## src/hw/mirq_regs.svh

```systemverilog
// Constants of the mode 0 maskable interrupt response sequencer.
// Assumes a core that stalls at an instruction boundary while the sequencer is busy.
//
// What this block does
// - Three maskable response modes exist, picked by mode-select instructions; reset and the mode zero select pick mode 0.
// - A restart opcode is one of C7h, CFh, D7h, DFh, E7h, EFh, F7h or FFh, each with a fixed target.
// - The call opcode CDh may also be supplied, and the core then vectors to the address in its operand bytes.
// - Any other acknowledge byte is executed as a no-operation.
// - Accepting a mode 0 interrupt with a restart or call byte clears the enable flag and its shadow in every mode combination.
// - With both mode bits 0, the 2-byte return address goes on the short stack at page base and short pointer, long mode staying 0.
// - With both mode bits 0, the low 16 program counter bits load {00h, nn} or {mm, nn} under the page base.
// - With long mode 1, the 3-byte return address goes on the long stack whatever the mixed bit.
// - With long mode 0 and mixed 1, the 2-byte return address then byte 02h go on the long stack, and long mode is set.
// - With both bits 1, byte 03h follows the 3-byte return address on the long stack, long mode staying 1.
// - When either bit is 1, the 24-bit program counter loads {0000h, nn} or {MM, mm, nn}.
// - An interrupt is accepted only with the enable flag at 1, and not at the boundary of the enable instruction itself.
// - The mixed bit is set by its own instruction, and when set every service routine starts in long mode.
`ifndef MIRQ_REGS_SVH
`define MIRQ_REGS_SVH

`define MIRQ_IM_ZERO 2'h0
`define MIRQ_IM_ONE 2'h1
`define MIRQ_IM_TWO 2'h2
`define MIRQ_RST_00 8'hC7
`define MIRQ_RST_08 8'hCF
`define MIRQ_RST_10 8'hD7
`define MIRQ_RST_18 8'hDF
`define MIRQ_RST_20 8'hE7
`define MIRQ_RST_28 8'hEF
`define MIRQ_RST_30 8'hF7
`define MIRQ_RST_38 8'hFF
`define MIRQ_RST_VEC 8'h38
`define MIRQ_OPC_CALL 8'hCD
`define MIRQ_MIX_FROM_SHORT 8'h02
`define MIRQ_MIX_FROM_LONG 8'h03
`define MIRQ_OPND_LAST_SHORT 2'h1
`define MIRQ_OPND_LAST_LONG 2'h2
`define MIRQ_PUSH_SHORT 3'h2
`define MIRQ_PUSH_LONG 3'h3
`define MIRQ_ZERO_BYTE 8'h00
`define MIRQ_ZERO_WORD 16'h0000

`endif

```

## src/hw/mirq_pkg.sv

```systemverilog
// Types of the mode 0 maskable interrupt response sequencer.
// Assumes the constants header is included by every user.
package mirq_pkg;

    typedef enum logic [2:0] {
        MIRQ_IDLE,
        MIRQ_OPCODE,
        MIRQ_OPERAND,
        MIRQ_PUSH,
        MIRQ_FINISH
    } mirq_state_t;

    // Instruction events from the core, each a one-cycle pulse
    typedef struct packed {
        logic boundary;
        logic ei;
        logic di;
        logic sel_im0;
        logic sel_im1;
        logic sel_im2;
        logic set_mix;
        logic clr_mix;
        logic adl_wr;
        logic adl_val;
    } mirq_core_ctl_t;

    // One byte written to memory
    typedef struct packed {
        logic wr;
        logic [23:0] addr;
        logic [7:0] data;
    } mirq_mem_wr_t;

    // Loads handed back to the core
    typedef struct packed {
        logic pc_load;
        logic [23:0] pc_val;
        logic sp_load;
        logic sp_long;
        logic [23:0] sp_val;
    } mirq_load_t;

    typedef struct packed {
        mirq_state_t st;
        logic busy;
        logic done;
        logic iack;
        logic nop;
        logic maskable_enable_flag;
        logic enable_flag_shadow;
        logic long_address_mode_bit;
        logic mixed_mode_irq_bit;
        logic [1:0] im_mode;
        logic adl_e;
        logic mixed_mode_irq_bit_e;
        logic lng;
        logic [23:0] ret_pc;
        logic [15:0] opnd;
        logic [1:0] opnd_cnt;
        logic [23:0] target;
        logic [2:0] push_idx;
        mirq_mem_wr_t mem;
        mirq_load_t ld;
    } mirq_regs_t;

endpackage

```

## src/hw/mirq_mode0_seq.sv

```systemverilog
// Mode 0 maskable interrupt response sequencer of the core.
// Assumes the core stalls while busy_out is high and samples loads on their pulses.
`timescale 1ns/100ps
`include "mirq_regs.svh"
module mirq_mode0_seq
    import mirq_pkg::*;
#(
    parameter int PC_W = 24,
    parameter int DATA_W = 8
)
(
    // Clock and reset
    input wire logic ref_clk_in,
    input wire logic arst_n_in,
    // Core side
    input wire mirq_core_ctl_t ctl_in,
    input wire logic irq_req_in,
    input wire logic [PC_W-1:0] pc_in,
    input wire logic [7:0] short_mode_page_base_in,
    input wire logic [15:0] sps_in,
    input wire logic [PC_W-1:0] spl_in,
    // Peripheral data bus
    input wire logic [DATA_W-1:0] ack_data_in,
    output logic iack_out,
    // Memory writes
    output mirq_mem_wr_t mem_out,
    // Loads back to the core
    output mirq_load_t load_out,
    // Mode and flag state
    output logic maskable_enable_flag_out,
    output logic enable_flag_shadow_out,
    output logic long_address_mode_bit_out,
    output logic mixed_mode_irq_bit_out,
    output logic [1:0] irq_mode_out,
    output logic busy_out,
    output logic done_out,
    output logic nop_out
);
    generate
        if (PC_W != 24 || DATA_W != 8)
        begin : g_bad_width
            $error("mirq_mode0_seq serves a 24-bit counter and 8-bit bus only");
        end
    endgenerate

    mirq_regs_t cur_ff;
    mirq_regs_t nxt_cur;
    logic [23:0] push_addr;
    logic [7:0] push_data;
    logic [2:0] push_cnt;
    logic [23:0] push_sp_end;

    mirq_push_byte u_push
    (
        .adl_in(cur_ff.adl_e),
        .mixed_mode_irq_bit_in(cur_ff.mixed_mode_irq_bit_e),
        .short_mode_page_base_in(short_mode_page_base_in),
        .sps_in(sps_in),
        .spl_in(spl_in),
        .ret_pc_in(cur_ff.ret_pc),
        .idx_in(cur_ff.push_idx),
        .addr_out(push_addr),
        .data_out(push_data),
        .count_out(push_cnt),
        .sp_end_out(push_sp_end)
    );

    logic accept;
    logic is_rst;
    logic is_call;
    logic [7:0] rst_nn;
    logic opnd_last;

    // Acknowledge byte decode, kept apart from the state update
    always_comb
    begin
        // Not at the enable instruction's own boundary
        accept = ctl_in.boundary && irq_req_in && cur_ff.maskable_enable_flag && !ctl_in.ei
            && (cur_ff.im_mode == `MIRQ_IM_ZERO) && (cur_ff.st == MIRQ_IDLE);
        // Suffix opcodes are assumed never to appear here
        case (ack_data_in)
            `MIRQ_RST_00,
            `MIRQ_RST_08,
            `MIRQ_RST_10,
            `MIRQ_RST_18,
            `MIRQ_RST_20,
            `MIRQ_RST_28,
            `MIRQ_RST_30,
            `MIRQ_RST_38:
            begin
                is_rst = 1'b1;
                is_call = 1'b0;
            end
            `MIRQ_OPC_CALL:
            begin
                is_rst = 1'b0;
                is_call = 1'b1;
            end
            default:
            begin
                // Anything else ends as a no-operation
                is_rst = 1'b0;
                is_call = 1'b0;
            end
        endcase
        rst_nn = ack_data_in & `MIRQ_RST_VEC;
        if (cur_ff.lng)
        begin
            opnd_last = cur_ff.opnd_cnt == `MIRQ_OPND_LAST_LONG;
        end
        else
        begin
            opnd_last = cur_ff.opnd_cnt == `MIRQ_OPND_LAST_SHORT;
        end
    end

    always_comb
    begin
        nxt_cur = cur_ff;
        nxt_cur.done = 1'b0;
        nxt_cur.nop = 1'b0;
        nxt_cur.mem.wr = 1'b0;
        nxt_cur.ld.pc_load = 1'b0;
        nxt_cur.ld.sp_load = 1'b0;

        // Instruction effects on flags and modes
        if (ctl_in.ei)
        begin
            nxt_cur.maskable_enable_flag = 1'b1;
            nxt_cur.enable_flag_shadow = 1'b1;
        end
        if (ctl_in.di)
        begin
            nxt_cur.maskable_enable_flag = 1'b0;
            nxt_cur.enable_flag_shadow = 1'b0;
        end
        if (ctl_in.sel_im0)
        begin
            nxt_cur.im_mode = `MIRQ_IM_ZERO;
        end
        if (ctl_in.sel_im1)
        begin
            nxt_cur.im_mode = `MIRQ_IM_ONE;
        end
        if (ctl_in.sel_im2)
        begin
            nxt_cur.im_mode = `MIRQ_IM_TWO;
        end
        if (ctl_in.set_mix)
        begin
            nxt_cur.mixed_mode_irq_bit = 1'b1;
        end
        if (ctl_in.clr_mix)
        begin
            nxt_cur.mixed_mode_irq_bit = 1'b0;
        end
        if (ctl_in.adl_wr)
        begin
            nxt_cur.long_address_mode_bit = ctl_in.adl_val;
        end

        case (cur_ff.st)
            MIRQ_IDLE:
            begin
                if (accept)
                begin
                    nxt_cur.st = MIRQ_OPCODE;
                    nxt_cur.busy = 1'b1;
                    nxt_cur.iack = 1'b1;
                    nxt_cur.ret_pc = pc_in;
                    nxt_cur.adl_e = cur_ff.long_address_mode_bit;
                    nxt_cur.mixed_mode_irq_bit_e = cur_ff.mixed_mode_irq_bit;
                    nxt_cur.lng = cur_ff.long_address_mode_bit | cur_ff.mixed_mode_irq_bit;
                    nxt_cur.opnd = `MIRQ_ZERO_WORD;
                    nxt_cur.opnd_cnt = 2'h0;
                    nxt_cur.push_idx = 3'h0;
                end
            end
            MIRQ_OPCODE:
            begin
                // Byte is taken in the cycle iack is high
                if (is_rst)
                begin
                    nxt_cur.iack = 1'b0;
                    nxt_cur.st = MIRQ_PUSH;
                    if (cur_ff.lng)
                    begin
                        nxt_cur.target = {`MIRQ_ZERO_WORD, rst_nn};
                    end
                    else
                    begin
                        nxt_cur.target = {short_mode_page_base_in, `MIRQ_ZERO_BYTE, rst_nn};
                    end
                end
                else if (is_call)
                begin
                    nxt_cur.st = MIRQ_OPERAND;
                end
                else
                begin
                    // Unknown byte: no push, no flag change
                    nxt_cur.iack = 1'b0;
                    nxt_cur.busy = 1'b0;
                    nxt_cur.nop = 1'b1;
                    nxt_cur.done = 1'b1;
                    nxt_cur.st = MIRQ_IDLE;
                end
            end
            MIRQ_OPERAND:
            begin
                if (opnd_last)
                begin
                    nxt_cur.iack = 1'b0;
                    nxt_cur.st = MIRQ_PUSH;
                    if (cur_ff.lng)
                    begin
                        nxt_cur.target = {ack_data_in, cur_ff.opnd};
                    end
                    else
                    begin
                        nxt_cur.target = {short_mode_page_base_in, ack_data_in, cur_ff.opnd[7:0]};
                    end
                end
                else
                begin
                    // Low byte first
                    if (cur_ff.opnd_cnt == 2'h0)
                    begin
                        nxt_cur.opnd[7:0] = ack_data_in;
                    end
                    else
                    begin
                        nxt_cur.opnd[15:8] = ack_data_in;
                    end
                    nxt_cur.opnd_cnt = cur_ff.opnd_cnt + 2'h1;
                end
            end
            MIRQ_PUSH:
            begin
                nxt_cur.mem.wr = 1'b1;
                nxt_cur.mem.addr = push_addr;
                nxt_cur.mem.data = push_data;
                if (cur_ff.push_idx == push_cnt - 3'h1)
                begin
                    nxt_cur.st = MIRQ_FINISH;
                end
                else
                begin
                    nxt_cur.push_idx = cur_ff.push_idx + 3'h1;
                end
            end
            MIRQ_FINISH:
            begin
                nxt_cur.maskable_enable_flag = 1'b0;
                nxt_cur.enable_flag_shadow = 1'b0;
                // Mixed mode starts every routine long; short mode keeps it clear
                if (cur_ff.mixed_mode_irq_bit_e)
                begin
                    nxt_cur.long_address_mode_bit = 1'b1;
                end
                else
                begin
                    nxt_cur.long_address_mode_bit = cur_ff.adl_e;
                end
                nxt_cur.ld.pc_load = 1'b1;
                nxt_cur.ld.pc_val = cur_ff.target;
                nxt_cur.ld.sp_load = 1'b1;
                nxt_cur.ld.sp_long = cur_ff.lng;
                nxt_cur.ld.sp_val = push_sp_end;
                nxt_cur.busy = 1'b0;
                nxt_cur.done = 1'b1;
                nxt_cur.st = MIRQ_IDLE;
            end
            default:
            begin
                nxt_cur.st = MIRQ_IDLE;
                nxt_cur.busy = 1'b0;
                nxt_cur.iack = 1'b0;
            end
        endcase
    end

    always_ff @(posedge ref_clk_in or negedge arst_n_in)
    begin
        if (!arst_n_in)
        begin
            cur_ff <= '0; // mode 0, flags clear
        end
        else
        begin
            cur_ff <= nxt_cur;
        end
    end

    assign iack_out = cur_ff.iack;
    assign mem_out = cur_ff.mem;
    assign load_out = cur_ff.ld;
    assign maskable_enable_flag_out = cur_ff.maskable_enable_flag;
    assign enable_flag_shadow_out = cur_ff.enable_flag_shadow;
    assign long_address_mode_bit_out = cur_ff.long_address_mode_bit;
    assign mixed_mode_irq_bit_out = cur_ff.mixed_mode_irq_bit;
    assign irq_mode_out = cur_ff.im_mode;
    assign busy_out = cur_ff.busy;
    assign done_out = cur_ff.done;
    assign nop_out = cur_ff.nop;
endmodule

```

## src/hw/mirq_push_byte.sv

```systemverilog
// Picks the stack address and byte for one push step of the response.
// Assumes the caller walks the index from zero up to the count it returns.
`timescale 1ns/100ps
`include "mirq_regs.svh"
module mirq_push_byte
    import mirq_pkg::*;
(
    // Mode at entry
    input wire logic adl_in,
    input wire logic mixed_mode_irq_bit_in,
    // Pointers and return address
    input wire logic [7:0] short_mode_page_base_in,
    input wire logic [15:0] sps_in,
    input wire logic [23:0] spl_in,
    input wire logic [23:0] ret_pc_in,
    input wire logic [2:0] idx_in,
    // Results
    output logic [23:0] addr_out,
    output logic [7:0] data_out,
    output logic [2:0] count_out,
    output logic [23:0] sp_end_out
);
    logic lng;
    logic [2:0] cnt;
    logic [23:0] spl_step;
    logic [15:0] sps_step;

    always_comb
    begin
        lng = adl_in | mixed_mode_irq_bit_in;
        cnt = adl_in ? `MIRQ_PUSH_LONG : `MIRQ_PUSH_SHORT;
        if (mixed_mode_irq_bit_in)
        begin
            cnt = cnt + 3'h1;
        end
        spl_step = spl_in - {21'h000000, idx_in} - 24'h000001;
        sps_step = sps_in - {13'h0000, idx_in} - 16'h0001;
        // Short stack wraps inside its page
        addr_out = lng ? spl_step : {short_mode_page_base_in, sps_step};
        sp_end_out = lng ? (spl_in - {21'h000000, cnt}) : {short_mode_page_base_in, sps_in - {13'h0000, cnt}};
        // High bytes first so the return address sits little-endian
        data_out = `MIRQ_ZERO_BYTE;
        if (adl_in)
        begin
            case (idx_in)
                3'h0: data_out = ret_pc_in[23:16];
                3'h1: data_out = ret_pc_in[15:8];
                3'h2: data_out = ret_pc_in[7:0];
                default: data_out = `MIRQ_MIX_FROM_LONG;
            endcase
        end
        else
        begin
            case (idx_in)
                3'h0: data_out = ret_pc_in[15:8];
                3'h1: data_out = ret_pc_in[7:0];
                default: data_out = `MIRQ_MIX_FROM_SHORT;
            endcase
        end
        count_out = cnt;
    end
endmodule

```

## config.mk

```make
export PLATFORM = sky130hd
export DESIGN_NAME = mirq_mode0_seq
export DESIGN_NICKNAME = d
export VERILOG_FILES = /design/src/hw/mirq_pkg.sv /design/src/hw/mirq_mode0_seq.sv /design/src/hw/mirq_push_byte.sv
export VERILOG_INCLUDE_DIRS = /design/src /design/src/hw
export SDC_FILE = /design/constraint.sdc
export NUM_CORES = 1
export LEC_CHECK = 0
export ABC_AREA = 1
export BUFFER_PORTS_ARGS = -buffer_cell sky130_fd_sc_hd__buf_4
export CAP_MARGIN = 5
export CORE_ASPECT_RATIO = 1.5
export CORE_MARGIN = 4
export CORE_UTILIZATION = 45
export DETAILED_ROUTE_END_ITERATION = 7
export PLACE_DENSITY = 0.65
export SLEW_MARGIN = 25
export SYNTH_ARGS = -nofsm -noshare
export SYNTH_HDL_FRONTEND = slang
export SYNTH_SLANG_ARGS = --single-unit
```

## constraint.sdc

```tcl
create_clock -name ref_clk_in -period 3 [get_ports ref_clk_in]
set_input_delay 0.6 -clock ref_clk_in [delete_from_list [all_inputs] [get_ports ref_clk_in]]
set_output_delay 0.6 -clock ref_clk_in [all_outputs]
set_load 0.01 [all_outputs]
```

==> impl_metrics.tcl <==
set metrics [dict create \
    relSlewSlack_pct 40.90 \
    synth_edf_count 0 \
    seq_area_frac_synth_pct 41.60 \
    cp_slowest_cell "dfrtp_1" \
    synth-main-ff-cell "dfrtp_1" \
    yosysTopAreaCell "dfrtp_1" \
    finalCriticalPeriod_ns 2.598 \
    antenna_cells 0 \
    critPathTopFamily "simple AND/OR/NAND/NOR gates" \
    crit_required_ns 3.36 \
    leakage_nw 5.981 \
    fmax_mhz 384.9 \
    synth_area_leaders "dfrtp_1 42%, nand2_1 13%, buf_4 6.7%, nand3_1 6.1%, inv_1 6.1%" \
    critical-path-top-cell-by-count "inv_1" \
    clock-root-buffer "clkbuf_16" \
    syn_avg_cell_area_um2 7.248 \
    hpwl_um 21980 \
    power_density_nw_per_um2 944.2 \
    cts_resized 0 \
    crit_start "cur_ff[155]" \
    rsz0062_at_grt "no" \
    cts_buffers 17 \
    maxCapViolations 0 \
    cts_tree "yes" \
    clk_latency_ns 0.44 \
    tns_ns 0 \
    end_kind "register" \
    cts_hold_repair.buffers 0 \
    synth_top_area_share_pct 41.60 \
    die_width_um 130.0 \
    worst_pin_slew_ns 0.8832 \
    grt_pass1_vias 9033 \
    port_buffers 186 \
    fin_nets 1591 \
    final_common_cell "nand2_1" \
    htreeDepth 4 \
    drive_above_1_share_pct 16.94 \
    synth-seq-cells 167 \
    cts_buffer_depth 2 \
    layout_common_cells "345 x nand2_1, 200 x buf_4, 167 x dfrtp_1" \
    cts_sinks 167 \
    synth_cell_type_count 40 \
    crit_buf_inv 4 \
    drv_slew 0 \
    gp_congestion 0.9352 \
    vias 9182 \
    drt_iter0_markers 594 \
    grt-ovfl-total 0 \
    finalSetupViolCount 0 \
    pin_count 187 \
    r2r_start "cur_ff[155]" \
    cp_max_fo 7 \
    fin_skew_ns 0.01095 \
    die_area_um2 24830 \
    drc 0 \
    track_usage_pct 24.06 \
    dr.pass1.iters 5 \
    drt-total-wl_um 29060 \
    row_count 66 \
    holdWs_ns 0.1473 \
    filler_cell_count 2198 \
    yosysWarnings 0 \
    critPathMaxStageDelay_ns 0.45 \
    peakVddDrop_uv 443.6 \
    worstSetupPathType "reg -> reg" \
    synth_nets 1502 \
    grt_max_degree 62 \
    cts_setup_buffers 0 \
    hp-class "in -> async" \
    syn-instance-count 1386 \
    die_y_um 191.0 \
    ant_nets 0 \
    outcome "completed" \
    wl_per_cell_um 16.51 \
    final.period_utilization_pct 86.60 \
    hold_viol_final 0 \
    path_clk_slew_ns 0.07 \
    grt_pass1_wl_um 46810 \
    arrival_ns 2.96 \
    initial_core_util_pct 46.08 \
    worstSetupStartpointType "register" \
    antenna_found_initial 0 \
    ys_async_sr_fraction_pct 100.0 \
    area_growth_pct 16.47 \
    viasPerCell 5.217 \
    path_cells "inv_1 -> ha_1 -> ha_1 -> inv_1 -> ha_1 -> inv_1 -> nand2_1 -> nand2_1 -> nand2_1 -> nor2_1 -> inv_1 -> o21ai_0 -> nand3_1 -> a21oi_1" \
    fp.coreArea_um2 21800 \
    netlist_area_um2 10050 \
]
## final cells by class
cell class	instances	area [um2]	area share, %
multi-input combinational	918	4399	37.60
sequential	167	4179	35.72
timing repair buffer	203	1553	13.27
inverter	168	630.6	5.390
clock buffer	20	456.7	3.903
tap	272	340.3	2.909
clock inverter	12	141.4	1.208
## cell families after synthesis
kind of cell	synth area share (%)
buffers and inverters	14.72
flip-flops	41.60
AO/OA/AOI/OAI	13.08
AND/OR/NAND/NOR	26.79
XOR/XNOR	0.6975
multiplexers	0.09964
adder cells (fa/ha/maj)	3.014
## through the flow
| stage | power [mW] | util [%] | cell area (um2) | cells | worst slack (ns) |
|---|---|---|---|---|---|
| 2_1_floorplan | 7.452 | - | 10050 | 1386 | 0.7921 |
| 3_3_place_gp | 8.731 | 50.92 | 11100 | 1728 | 0.4805 |
| 3_5_place_dp | 8.836 | 50.92 | 11100 | 1728 | 0.4452 |
| 4_1_cts | 11.14 | 53.67 | 11700 | 1760 | 0.3978 |
| 5_1_grt | 11.96 | 53.67 | 11700 | 1760 | 0.03830 |
| 6_report | 11.05 | 53.67 | 11700 | 1760 | 0.4019 |
## flip-flops by register name, summed over array words and instances, names as in the netlist
| signal | flops |
|---|---|
| done_out | 1 |
| mixed_mode_irq_bit_out | 1 |
| nop_out | 1 |
| mem_out | 33 |
| long_address_mode_bit_out | 1 |
| cur_ff | 75 |
| maskable_enable_flag_out | 1 |
| irq_mode_out | 2 |
| busy_out | 1 |
| load_out | 50 |
| iack_out | 1 |
## power breakdown
group	total (mW)	switching [mW]	internal (mW)
clock network	2.25	0.966	1.29
logic	5.05	3.07	1.98
registers	3.75	0.529	3.22
total	11.0	4.56	6.49
## worst paths after layout
check,endpoint,slack (ns),cells past startpoint
worst max register to register,load_out[22],0.40,14
worst min register to register,busy_out,0.48,2
worst min-delay path,load_out[27],0.15,1
min in group ref_clk_in,mixed_mode_irq_bit_out,0.30,2
max in group asynchronous,mem_out[12],2.12,2
worst max-delay path,load_out[22],0.40,14
## metal layers
metal | wire length [um] | vias up | global-route usage [%]
met5 | 0 | - | 0
li1 | - | 4566 | -
met1 | 11710 | 4254 | 29.58
met4 | 1075 | 0 | 9.840
met2 | 14550 | 301 | 41.42
met3 | 1719 | 61 | 4.166
## cells in the mapped netlist (7+ instances only)
cell        n
o22ai_1    19
o21ai_1    18
nand2_1   345
inv_1     162
buf_4      90
nor2_1    151
o211ai_1   16
clkbuf_1   30
buf_2       9
ha_1       21
o21ai_0   107
nand4_1    16
a21oi_1    54
nand3_1   122
a31oi_1     7
dfrtp_1   167
No activity file was read; power rests on OpenSTA's default activity.
